===== src/verilog/sfwp_consts.svh =====
// Opcodes, status bit positions, field widths and timing constants
`ifndef SFWP_CONSTS_SVH
`define SFWP_CONSTS_SVH
`define SFWP_OP_WRITE_ENABLE_CMD_CODE 8'h06
`define SFWP_OP_WRITE_DISABLE_CMD_CODE 8'h04
`define SFWP_OP_ARM_CODE 8'h50
`define SFWP_OP_SWR_CODE 8'h01
`define SFWP_OP_SRD_CODE 8'h05
`define SFWP_OP_JID_CODE 8'h9f
`define SFWP_OP_LID_A_CODE 8'h90
`define SFWP_OP_LID_B_CODE 8'hab
`define SFWP_ST_BUSY 0
`define SFWP_ST_WEL 1
`define SFWP_ST_BP_LO 2
`define SFWP_ST_BP_HI 5
`define SFWP_ST_AAI 6
`define SFWP_ST_LOCK 7
`define SFWP_STATUS_RST 8'h00
`define SFWP_WRITE_MASK 8'hbc
`define SFWP_ADDR_BITS 24
`define SFWP_OPC_BITS 8
`define SFWP_LID_DATA_BIT 32
`define SFWP_BP_TIME_US 10
`define SFWP_CLK_MHZ 250
`define SFWP_BP_CYCLES (`SFWP_BP_TIME_US * `SFWP_CLK_MHZ)
`endif


===== src/verilog/sfwp_pkg.sv =====
// Types shared by the write-protect and id command block
package sfwp_pkg;
  typedef enum logic [4:0] {
    SFWP_IDLE = 5'h01,
    SFWP_OPC = 5'h02,
    SFWP_DATA = 5'h04,
    SFWP_OUT = 5'h08,
    SFWP_SKIP = 5'h10
  } sfwp_state_t;
  typedef struct packed {
    logic cs_n;
    logic sck;
    logic mosi;
  } sfwp_pins_t;
endpackage


===== src/verilog/sfwp_core.sv =====
// SPI flash command logic: write enable, status write protection, id reads
//
// What this block does
// - Write-enable sets the write-enable latch flag
// - Status write clears the latch flag at end
// - Commands act only at chip-enable rising edge
// - Write-disable clears latch and auto-increment flags
// - Write-disable leaves running program to finish
// - Status-arm opens status register for one write
// - Status write changes only protect and lock
// - Locked with pin low ignores status writes
// - Pin low lets lock go only up
// - Pin high makes all protect bits writable
// - Unlocked write may set lock and protects together
// - Id command 9F returns maker, type, capacity
// - Chip-enable rising ends id output anytime
// - Legacy id alternates maker and capacity codes
// - Write-disable opcode is 04
// - Status register readable at any time
`timescale 1ns/1ps
`include "sfwp_consts.svh"
module sfwp_core #(
  parameter logic [7:0] MAKER_CODE = 8'h5a,  // Arbitrary value
  parameter logic [7:0] TYPE_CODE = 8'h11,  // Arbitrary value
  parameter logic [7:0] CAP_CODE = 8'h22,  // Arbitrary value
  parameter int BP_CYCLES = `SFWP_BP_CYCLES
) (
  input wire logic i_sys_clk,
  input wire logic i_nrst,
  input wire logic i_cs_n,
  input wire logic i_sck,
  input wire logic i_mosi,
  input wire logic i_wp_n,
  input wire logic i_prog_active,
  input wire logic i_aai_set,
  output logic o_miso,
  output logic o_miso_oe,
  output logic [7:0] o_status,
  output logic o_prog_allowed
);
  logic [2:0] cs_sync_reg, sck_sync_reg, mosi_sync_reg, wp_sync_reg;
  sfwp_pkg::sfwp_pins_t pin_s;
  logic cs_prev_reg, sck_prev_reg;
  logic sck_rise, sck_fall, cs_rise, cs_fall;
  always_ff @(posedge i_sys_clk) begin
    if (!i_nrst) begin
      cs_sync_reg <= 3'h7;
      sck_sync_reg <= 3'h0;
      mosi_sync_reg <= 3'h0;
      wp_sync_reg <= 3'h0;
      cs_prev_reg <= 1'b1;
      sck_prev_reg <= 1'b0;
    end else begin
      cs_sync_reg <= {cs_sync_reg[1:0], i_cs_n};
      sck_sync_reg <= {sck_sync_reg[1:0], i_sck};
      mosi_sync_reg <= {mosi_sync_reg[1:0], i_mosi};
      wp_sync_reg <= {wp_sync_reg[1:0], i_wp_n};
      cs_prev_reg <= pin_s.cs_n;
      sck_prev_reg <= pin_s.sck;
    end
  end
  assign pin_s = '{cs_n: cs_sync_reg[1], sck: sck_sync_reg[1], mosi: mosi_sync_reg[1]};
  assign sck_rise = pin_s.sck & ~sck_prev_reg & ~pin_s.cs_n;
  assign sck_fall = ~pin_s.sck & sck_prev_reg & ~pin_s.cs_n;
  assign cs_rise = pin_s.cs_n & ~cs_prev_reg;
  assign cs_fall = ~pin_s.cs_n & cs_prev_reg;

  // Local names for the package's state codes; nothing is imported
  localparam sfwp_pkg::sfwp_state_t SFWP_IDLE = sfwp_pkg::SFWP_IDLE;
  localparam sfwp_pkg::sfwp_state_t SFWP_OPC = sfwp_pkg::SFWP_OPC;
  localparam sfwp_pkg::sfwp_state_t SFWP_DATA = sfwp_pkg::SFWP_DATA;
  localparam sfwp_pkg::sfwp_state_t SFWP_OUT = sfwp_pkg::SFWP_OUT;
  localparam sfwp_pkg::sfwp_state_t SFWP_SKIP = sfwp_pkg::SFWP_SKIP;
  sfwp_pkg::sfwp_state_t state_reg, state_next;
  logic [7:0] opc_reg, opc_next, data_reg, data_next, sr_reg, sr_next;
  logic [5:0] cnt_reg, cnt_next;
  logic [7:0] shout_reg, shout_next;
  logic [1:0] idx_reg, idx_next;
  logic armed_reg, armed_next, miso_reg, miso_next, oe_reg, oe_next;
  logic busy_reg, busy_next;
  logic [$clog2(BP_CYCLES+1)-1:0] tail_reg, tail_next;
  logic [7:0] sw_val;
  logic sw_ok;
  logic [7:0] op_sh;

  function automatic logic [7:0] id_byte(input logic [1:0] i, input logic legacy);
    if (legacy) begin
      id_byte = i[0] ? CAP_CODE : MAKER_CODE;
    end else begin
      unique case (i)
        2'h0: id_byte = MAKER_CODE;
        2'h1: id_byte = TYPE_CODE;
        default: id_byte = CAP_CODE;
      endcase
    end
  endfunction

  always_comb begin
    state_next = state_reg;
    opc_next = opc_reg;
    data_next = data_reg;
    sr_next = sr_reg;
    cnt_next = cnt_reg;
    shout_next = shout_reg;
    idx_next = idx_reg;
    armed_next = armed_reg;
    miso_next = miso_reg;
    oe_next = oe_reg;
    busy_next = busy_reg;
    tail_next = tail_reg;
    op_sh = {opc_reg[6:0], pin_s.mosi};
    // Lock with pin low: write ignored; else only protects and lock taken
    sw_ok = !(~wp_sync_reg[1] & sr_reg[`SFWP_ST_LOCK]);
    sw_val = (sr_reg & ~`SFWP_WRITE_MASK) | (data_reg & `SFWP_WRITE_MASK);
    // Running program keeps busy for one byte-program time after disable
    if (tail_reg != '0) begin
      tail_next = tail_reg - 1'b1;
    end
    busy_next = i_prog_active | (tail_reg != '0);
    sr_next[`SFWP_ST_BUSY] = busy_next;
    if (cs_fall) begin
      state_next = SFWP_OPC;
      cnt_next = '0;
    end
    unique case (state_reg)
      SFWP_IDLE: ;
      SFWP_OPC: begin
        if (sck_rise) begin
          opc_next = op_sh;
          cnt_next = cnt_reg + 6'h01;
          if (cnt_reg == 6'(`SFWP_OPC_BITS - 1)) begin
            cnt_next = '0;
            idx_next = '0;
            if (op_sh == `SFWP_OP_SWR_CODE) begin
              state_next = SFWP_DATA;
            end else if (op_sh == `SFWP_OP_SRD_CODE) begin
              state_next = SFWP_OUT;
              shout_next = sr_next;
            end else if (op_sh == `SFWP_OP_JID_CODE) begin
              state_next = SFWP_OUT;
              shout_next = id_byte(2'h0, 1'b0);
            end else if (op_sh == `SFWP_OP_LID_A_CODE || op_sh == `SFWP_OP_LID_B_CODE) begin
              state_next = SFWP_DATA;
            end else begin
              state_next = SFWP_SKIP;
            end
          end
        end
      end
      SFWP_DATA: begin
        if (sck_rise) begin
          data_next = {data_reg[6:0], pin_s.mosi};
          cnt_next = cnt_reg + 6'h01;
          if (opc_reg != `SFWP_OP_SWR_CODE && cnt_reg == 6'(`SFWP_ADDR_BITS - 1)) begin
            state_next = SFWP_OUT;
            idx_next = {1'b0, pin_s.mosi};
            shout_next = id_byte({1'b0, pin_s.mosi}, 1'b1);
            cnt_next = '0;
          end
        end
      end
      SFWP_OUT: begin
        if (sck_fall) begin
          oe_next = 1'b1;
          miso_next = shout_reg[7];
          shout_next = {shout_reg[6:0], 1'b0};
          cnt_next = cnt_reg + 6'h01;
          if (cnt_reg[2:0] == 3'h7) begin
            if (opc_reg == `SFWP_OP_SRD_CODE) begin
              shout_next = sr_reg;
            end else if (opc_reg == `SFWP_OP_JID_CODE) begin
              idx_next = (idx_reg == 2'h2) ? 2'h2 : idx_reg + 2'h1;
              shout_next = (idx_reg == 2'h2) ? 8'h00 : id_byte(idx_reg + 2'h1, 1'b0);
            end else begin
              idx_next = {1'b0, ~idx_reg[0]};
              shout_next = id_byte({1'b0, ~idx_reg[0]}, 1'b1);
            end
          end
        end
      end
      SFWP_SKIP: ;
      default: state_next = SFWP_IDLE;
    endcase
    if (cs_rise) begin
      state_next = SFWP_IDLE;
      oe_next = 1'b0;
      miso_next = 1'b0;
      // Commands take effect only here, and only when fully shifted
      if (state_reg == SFWP_SKIP) begin
        if (opc_reg == `SFWP_OP_WRITE_ENABLE_CMD_CODE) begin
          sr_next[`SFWP_ST_WEL] = 1'b1;
          armed_next = 1'b0;
        end else if (opc_reg == `SFWP_OP_WRITE_DISABLE_CMD_CODE) begin
          sr_next[`SFWP_ST_WEL] = 1'b0;
          sr_next[`SFWP_ST_AAI] = 1'b0;
          armed_next = 1'b0;
          if (i_prog_active) begin
            tail_next = ($bits(tail_reg))'(BP_CYCLES);
          end
        end else if (opc_reg == `SFWP_OP_ARM_CODE) begin
          armed_next = 1'b1;
        end else begin
          armed_next = 1'b0;
        end
      end else if (state_reg == SFWP_DATA && opc_reg == `SFWP_OP_SWR_CODE &&
                   cnt_reg == 6'(`SFWP_OPC_BITS)) begin
        if ((armed_reg | sr_reg[`SFWP_ST_WEL]) && sw_ok) begin
          sr_next[7:2] = sw_val[7:2];
        end
        sr_next[`SFWP_ST_WEL] = 1'b0;
        armed_next = 1'b0;
      end else if (state_reg != SFWP_IDLE) begin
        armed_next = 1'b0;
      end
    end
    // Set after the disable so a same-cycle set from the array wins
    if (i_aai_set) begin
      sr_next[`SFWP_ST_AAI] = 1'b1;
    end
  end

  always_ff @(posedge i_sys_clk) begin
    if (!i_nrst) begin
      state_reg <= SFWP_IDLE;
      opc_reg <= 8'h00;
      data_reg <= 8'h00;
      sr_reg <= `SFWP_STATUS_RST;
      cnt_reg <= 6'h00;
      shout_reg <= 8'h00;
      idx_reg <= 2'h0;
      armed_reg <= 1'b0;
      miso_reg <= 1'b0;
      oe_reg <= 1'b0;
      busy_reg <= 1'b0;
      tail_reg <= '0;
    end else begin
      state_reg <= state_next;
      opc_reg <= opc_next;
      data_reg <= data_next;
      sr_reg <= sr_next;
      cnt_reg <= cnt_next;
      shout_reg <= shout_next;
      idx_reg <= idx_next;
      armed_reg <= armed_next;
      miso_reg <= miso_next;
      oe_reg <= oe_next;
      busy_reg <= busy_next;
      tail_reg <= tail_next;
    end
  end

  // Program and erase gating is the outer array logic's job
  logic allow_reg;
  always_ff @(posedge i_sys_clk) begin
    if (!i_nrst) begin
      allow_reg <= 1'b0;
    end else begin
      allow_reg <= sr_next[`SFWP_ST_WEL];
    end
  end
  assign o_miso = miso_reg;
  assign o_miso_oe = oe_reg;
  assign o_status = sr_reg;
  assign o_prog_allowed = allow_reg;

  chk_write_enable_cmd_sets_latch: assert property (@(posedge i_sys_clk) disable iff (!i_nrst)
    cs_rise && state_reg == SFWP_SKIP && opc_reg == `SFWP_OP_WRITE_ENABLE_CMD_CODE
    |=> sr_reg[`SFWP_ST_WEL]) else $error("latch not set");
  chk_write_disable_cmd_clears: assert property (@(posedge i_sys_clk) disable iff (!i_nrst)
    cs_rise && state_reg == SFWP_SKIP && opc_reg == `SFWP_OP_WRITE_DISABLE_CMD_CODE
    |=> !sr_reg[`SFWP_ST_WEL] && !sr_reg[`SFWP_ST_AAI]) else $error("flags kept");
  chk_latch_edge_only: assert property (@(posedge i_sys_clk) disable iff (!i_nrst)
    $rose(sr_reg[`SFWP_ST_WEL]) |-> $past(cs_rise)) else $error("latch mid frame");
  chk_swr_clears_wel: assert property (@(posedge i_sys_clk) disable iff (!i_nrst)
    cs_rise && state_reg == SFWP_DATA && opc_reg == `SFWP_OP_SWR_CODE
    |=> !sr_reg[`SFWP_ST_WEL]) else $error("latch not cleared");
  chk_lock_holds: assert property (@(posedge i_sys_clk) disable iff (!i_nrst)
    sr_reg[`SFWP_ST_LOCK] && !wp_sync_reg[1] && !wp_sync_reg[2]
    |=> $stable(sr_reg[7:2]) || $past(i_aai_set) || $past(opc_reg) == `SFWP_OP_WRITE_DISABLE_CMD_CODE)
    else $error("locked bits moved");
  chk_wp_lock_up: assert property (@(posedge i_sys_clk) disable iff (!i_nrst)
    $fell(sr_reg[`SFWP_ST_LOCK]) |-> $past(wp_sync_reg[1])) else $error("lock cleared");
  chk_id_end: assert property (@(posedge i_sys_clk) disable iff (!i_nrst)
    cs_rise |=> !o_miso_oe && state_reg == SFWP_IDLE) else $error("output kept");
  chk_busy_tail: assert property (@(posedge i_sys_clk) disable iff (!i_nrst)
    tail_reg != '0 |=> sr_reg[`SFWP_ST_BUSY]) else $error("busy dropped");
  chk_sw_mask: assert property (@(posedge i_sys_clk) disable iff (!i_nrst)
    cs_rise && state_reg == SFWP_DATA && opc_reg == `SFWP_OP_SWR_CODE
    |=> sr_reg[`SFWP_ST_AAI] == $past(sr_reg[`SFWP_ST_AAI]) || $past(i_aai_set))
    else $error("aai written");
  cov_write_enable_cmd: cover property (@(posedge i_sys_clk) $rose(sr_reg[`SFWP_ST_WEL]));
  cov_lock: cover property (@(posedge i_sys_clk) $rose(sr_reg[`SFWP_ST_LOCK]));
  cov_jid: cover property (@(posedge i_sys_clk)
    state_reg == SFWP_OUT && opc_reg == `SFWP_OP_JID_CODE && idx_reg == 2'h2);
  cov_lid: cover property (@(posedge i_sys_clk)
    state_reg == SFWP_OUT && opc_reg == `SFWP_OP_LID_A_CODE && idx_reg == 2'h1);
endmodule


===== config.mk =====
export PLATFORM = sky130hd
export DESIGN_NAME = sfwp_core
export DESIGN_NICKNAME = d
export VERILOG_FILES = /design/src/verilog/sfwp_pkg.sv /design/src/verilog/sfwp_core.sv
export VERILOG_INCLUDE_DIRS = /design/src /design/src/verilog
export SDC_FILE = /design/constraint.sdc
export NUM_CORES = 1
export LEC_CHECK = 0
export BUFFER_PORTS_ARGS = -buffer_cell sky130_fd_sc_hd__buf_2
export CORE_ASPECT_RATIO = 0.5
export CORE_MARGIN = 3
export CORE_UTILIZATION = 30
export CTS_CLUSTER_DIAMETER = 200
export CTS_CLUSTER_SIZE = 10
export DETAILED_ROUTE_END_ITERATION = 8
export GPL_TIMING_DRIVEN = 1
export SLEW_MARGIN = 20
export SYNTH_ARGS = -nofsm -noshare
export SYNTH_HDL_FRONTEND = slang
export SYNTH_SLANG_ARGS = --single-unit

===== constraint.sdc =====
create_clock -name i_sys_clk -period 6.9 [get_ports i_sys_clk]
set_clock_uncertainty 0.2 [all_clocks]
set_input_delay 0.345 -clock i_sys_clk [delete_from_list [all_inputs] [get_ports i_sys_clk]]
set_output_delay 0.345 -clock i_sys_clk [all_outputs]
set_load 0.02 [all_outputs]

Word level (Yosys, flattened, before mapping)
Index checks and enable logic that the tools add are counted.
{"block": "classes", "addsub": 3, "eq_ne": 35, "muxes": 66, "n_bitwise": 18, "reduce_logical": 23}
{"op": "2-to-1 mux 8 bit", "n": 12}
{"op": "2-to-1 mux 12 bit", "n": 6}
{"op": "2-to-1 mux 5 bit", "n": 10}
{"op": "2-to-1 mux 6 bit", "n": 8}
{"op": "== test 8 x 3 -> 1 bit (second input constant)", "n": 4}
{"op": "== test 8 bit (second input constant)", "n": 4}
{"op": "one-hot mux 8 bit (3 select lines)", "n": 1}
{"op": "2-to-1 mux 2 bit", "n": 9}
{"op": "one-hot mux 6 bit (3 select lines)", "n": 1}
{"op": "== test 8 x 1 -> 1 bit (second input constant)", "n": 2}
{"op": "inequality test 2 bit (second input constant)", "n": 8}
{"op": "AND reduction 8 bit", "n": 2}
{"op": "one-hot mux 5 bit (3 select lines)", "n": 1}
{"op": "2-to-1 mux 7 bit", "n": 2}
{"op": "one-hot mux 7 bit (2 select lines)", "n": 1}
{"op": "2-to-1 mux 1 bit", "n": 13}
{"op": "nonzero test 12 bit", "n": 1}
{"op": "nonzero test 3 bit", "n": 4}
{"op": "subtractor 12 x 1 -> 12 bit (second input constant)", "n": 1}
{"op": "== test 8 x 7 -> 1 bit (second input constant)", "n": 1}
{"op": "inequality test 8 x 1 -> 1 bit (second input constant)", "n": 1}
{"op": "NOT 1 bit", "n": 8}
{"op": "OR 7 x 8 -> 8 bit", "n": 1}
{"op": "AND reduction 2 bit", "n": 4}
{"op": "other kinds (29)", "n": 40}
{"block": "word_totals", "reg_bits": 71, "in_bits": 8, "output_inout_bits": 11, "word_cells": 165}

Longest topological paths before layout
{"block": "logic_depth", "ltp_word": 9, "mapped_depth": 9, "ltp_nobuf": 8}

Least setup slack after synthesis
No wires, ideal clock.
{"block": "synth_timing", "path_type": "reg-to-reg", "startpoint": "register cnt_reg[0]", "endpoint": "register shout_reg[6]", "setup_ps": 119, "arrival_time_ps": 1964, "required_time_ps": 6581, "slack_ps": 4618, "stages_incl_launch_ff": 8, "n_path_buf": 0, "period_less_slack_ps": 2282, "path_cell_list": "dfxtp_1 ha_1 nor4bb_1 o211a_4 o221ai_2 o21ba_4 o221ai_1 o221a_1"}
{"block": "synth_via", "elab_chain_cells": 4, "elab_cells_between_ends": 10}
{"item": "start, declared", "line_no": "sfwp_core.sv:76", "rtl": "logic [5:0] cnt_reg, cnt_next;"}
{"item": "start signal, assigned", "line_no": "sfwp_core.sv:241", "rtl": "cnt_reg <= cnt_next;"}
{"item": "== test 6 x 5 -> 1 bit or == test 3 bit (tied branches)", "line_no": "sfwp_core.sv:154, sfwp_core.sv:168"}
{"item": "logical AND 1 bit or 2-to-1 mux 8 bit (tied branches)", "line_no": "sfwp_core.sv:154, sfwp_core.sv:168"}
{"item": "inequality test 2 bit (no source line) or 2-to-1 mux 8 bit (tied branches)"}
{"item": "AND reduction 8 bit (no source line) or one-hot mux 8 bit (3 select lines) (tied branches)"}
{"item": "end signal, assigned", "line_no": "sfwp_core.sv:242", "rtl": "shout_reg <= shout_next;"}
{"item": "end, declared", "line_no": "sfwp_core.sv:77", "rtl": "logic [7:0] shout_reg, shout_next;"}
Parallel ways exist; a longest one is shown, timed or not. The select of a mux whose other input is x is not followed.
A chain may end at the register's enable or synchronous reset.

Final worst setup path
{"block": "layout_timing", "startpoint": "register sck_sync_reg[1]", "endpoint": "register cnt_reg[3]"}
{"block": "layout_via", "elab_chain_cells": 5, "elab_cells_between_ends": 9}
{"item": "start, declared", "line_no": "sfwp_core.sv:41", "rtl": "logic [2:0] cs_sync_reg, sck_sync_reg, mosi_sync_reg, wp_sync_reg;"}
{"item": "start signal, assigned", "line_no": "sfwp_core.sv:55", "rtl": "sck_sync_reg <= {sck_sync_reg[1:0], i_sck};"}
{"item": "NOT 1 bit", "line_no": "sfwp_core.sv:64", "rtl": "assign sck_fall = ~pin_s.sck & sck_prev_reg & ~pin_s.cs_n;"}
{"item": "AND 1 bit (2 in series)", "line_no": "sfwp_core.sv:64"}
{"item": "2-to-1 mux 6 bit", "line_no": "sfwp_core.sv:163", "rtl": "if (sck_fall) begin"}
{"item": "one-hot mux 6 bit (3 select lines) (*)", "line_no": "sfwp_core.sv:125", "rtl": "unique case (state_reg)"}
Every way passes the cells marked *; elsewhere a longest branch is shown, timed or not.

==> flow_metrics.env <==
export IMPL_critical_path_max_stage_delay_ps=670
export IMPL_htreeDepth=3
export IMPL_synth_area_leaders="dfxtp_1 (39%), mux2i_1 (7.2%), nor2_1 (5.7%), a21oi_1 (3.6%), ha_1 (3.1%)"
export IMPL_cts_resized=0
export IMPL_track_usage_pct=13.00
export IMPL_fin_nets=440
export IMPL_ys_ff_latch=70
export IMPL_synth_top_family_by_area="simple AND/OR/NAND/NOR gates"
export IMPL_antenna_found_initial=0
export IMPL_vias=3019
export IMPL_tightest_slew_ps=988.8
export IMPL_synth_top_area_share_pct=38.67
export IMPL_synthAdderAreaFrac_pct=3.108
export IMPL_ant_nets=0
export IMPL_hold_viol=0
export IMPL_core_area_um2=11380
export IMPL_yosysUniqueCellTypes=65
export IMPL_pwr_share_comb_pct=15.8
export IMPL_layout_commonest_cell="dfxtp_1"
export IMPL_rsz0062_at_grt="no"
export IMPL_dominantRegCellSynth="dfxtp_1"
export IMPL_avgSynthCellArea_um2=8.774
export IMPL_pre_cts_slack_ps=4143
export IMPL_largest_reg_flops=12
export IMPL_place_congestion=0.8834
export IMPL_synth_top_area_cell="dfxtp_1"
export IMPL_die_area_um2=13510
export IMPL_drtPass1Iterations=5
export IMPL_status="finished, final reports clean"
export IMPL_synth_simple_gate_area_share_pct=26.00
export IMPL_synth_xor_area_share_pct=2.659
export IMPL_ys_warn_count=0
export IMPL_ys_seq_area_share_pct=38.67
export IMPL_min_period_over_period_pct=41.22
export IMPL_seq_area_um2=1401
export IMPL_crit_type="flop to flop"
export IMPL_crit_family="simple AND/OR/NAND/NOR gates"
export IMPL_cts_root_buf="clkbuf_16"
export IMPL_internal_power_uw=863.4
export IMPL_synth_mux_area_fraction_pct=7.182
export IMPL_fmax_mhz=351.6
export IMPL_cts_setup_buffers=0
export IMPL_row_count=27
export IMPL_layout_common_cells="dfxtp_1 (70), nor2_1 (55), mux2i_1 (26), a21oi_1 (26), nand2_1 (25)"
export IMPL_clockBufferDepth=2
export IMPL_synth_compound_area_share_pct=17.61
export IMPL_start_util_pct=31.83
export IMPL_syn_nets=430
export IMPL_drc=0
export IMPL_drtIter0Drc=177
export IMPL_cp_required_ps=6980
export IMPL_critPathLaunchType="flop"
export IMPL_routed_wirelength_um=8497
export IMPL_sequentialPowerShare_pct=39.6
export IMPL_vdd_ir_drop_max_mv=0.1008
export IMPL_p_switching_uw=310.6
export IMPL_first_global_vias=2861
export IMPL_drive_gt1_share_pct=12.15
export IMPL_cts_tree="built"
export IMPL_cp_max_fo=11
export IMPL_grt_pass1_wl_um=14320
export IMPL_areaGrowthSynthToFinish_pct=14.40
export IMPL_ys_async_sr_fraction_pct=0
export IMPL_hold_class="primary input to flop"
export IMPL_synth_edf_count=0
export IMPL_numCtsBuffers=9
export IMPL_crit_path_top_delay_cell="nand4_1"
export IMPL_grt_max_degree=36
export IMPL_io_buffer_count=18
export IMPL_setup_viol=0
export IMPL_setup_slack_ps=4056
export IMPL_syn_cell_area_um2=3623
export IMPL_fin_tns_setup_ps=0
export IMPL_die_x_um=161.4
export IMPL_total_leakage_power_nw=1.559
export IMPL_path_clk_slew_ps=60
export IMPL_grt_overflow=0
export IMPL_cp_cell_sequence="nor3b_1 > nand4_1 > o221ai_1 > nand2_1 > o21ai_1 > a21o_1"
export IMPL_power_density_nw_per_um2=283.2
export IMPL_syn_inst=413
export IMPL_cts_sinks=70
export IMPL_die_height_um=83.71
export IMPL_max_cap_viol_count=0
export IMPL_wl_per_cell_um=14.48
export IMPL_num_io_pins=19
export IMPL_cp_arrival_ps=2930
export IMPL_n_antenna_cell=0
export IMPL_switching_share_pct=26.45
export IMPL_slew_viol_final=0
export IMPL_end_kind="flop"
export IMPL_cp_buffers_inverters=0
export IMPL_via_per_inst=5.143
export IMPL_clk_latency_ps=340
export IMPL_period_minus_slack_ps=2844
export IMPL_nFillCells=1185
export IMPL_max_slew_margin_pct=33.67
export IMPL_pwr_share_clk_pct=44.7
export IMPL_hpwl_um=6012
export IMPL_multiInputGateArea_um2=2049
-- power groups by stage --
stage / combinational [mW] / clock [mW] / sequential, mW
after global routing: 0.211 / 0.548 / 0.469
after detailed placement: 0.184 / 0 / 0.473
final: 0.185 / 0.525 / 0.464
after floorplan: 0.157 / 0 / 0.466
after global placement: 0.183 / 0 / 0.472
after CTS: 0.187 / 0.530 / 0.464
-- cell families after synthesis --
| kind of cell | after synthesis |
|---|---|
| buffers and inverters | 34 |
| multiplexers | 26 |
| AO/OA/AOI/OAI | 90 |
| XOR/XNOR | 11 |
| flip-flops | 70 |
| AND/OR/NAND/NOR | 173 |
| adder cells (fa/ha/maj) | 9 |
-- worst reg2reg max path, cell delays in order (launching register included) --
cell and delay [ps]:
dfxtp_1 380, nor3b_1 470, nand4_1 670, o221ai_1 600, nand2_1 170, o21ai_1 180, a21o_1 130
-- synth_stat cells (all sizes together), types with 4 or more instances --
master	n
a211oi	7
a21oi	26
a31oi	4
and2	8
buf	10
clkbuf	10
dfxtp	70
ha	9
inv	12
mux2i	26
nand2	26
nand2b	12
nand3	9
nand4	8
nor2	59
nor2b	5
nor3	14
nor4	7
o211ai	9
o21ai	13
o221ai	6
o22ai	4
or4	6
xnor2	6
xor2	5
-- per-stage QoR --
step                      hold WS [ps]  std cells  total power, mW  utilization (%)  cell area (um^2)
final                            15.83        587            1.174            36.41              4145
after global routing             23.04        587            1.228            36.41              4145
after CTS                        18.37        587            1.181            36.41              4145
after detailed placement         219.2        570           0.6572            33.31              3792
after global placement           218.0        570           0.6557            33.31              3792
after floorplan                  186.3        413           0.6231                -              3623
-- per-layer routing --
layer	part of all wire (%)	up-vias	track usage [%]
met2	43	70	20.41
met3	5.4	12	4.163
met1	50	1423	17.33
met4	1.2	0	3.201
li1	-	1514	-
met5	0	-	0
-- final cells by class --
class	instances	share of cell area (%)
Clock buffer	12	6.429
Clock inverter	4	1.841
Inverter	14	1.268
Multi-Input combinational cell	309	49.44
Sequential cell	70	33.81
Tap cell	159	4.799
Timing Repair Buffer	19	2.415
-- final timing paths --
check        slack (ps)  cells past startpoint        startpoint          endpoint
max                4060                      6   sck_sync_reg[1]        cnt_reg[3]
min                  20                      3         i_aai_set       o_status[6]
max reg2reg        4060                      6   sck_sync_reg[1]        cnt_reg[3]
min reg2reg         230                      1  mosi_sync_reg[0]  mosi_sync_reg[1]
-- repair_timing --
| action | in CTS | in global routing |
|---|---|---|
| endpoints found under the setup margin | 0 | 0 |
| endpoints found under the hold margin | 1 | 0 |
| hold buffers | 1 | 0 |
Note: power is estimated with default switching activity, not from simulation.
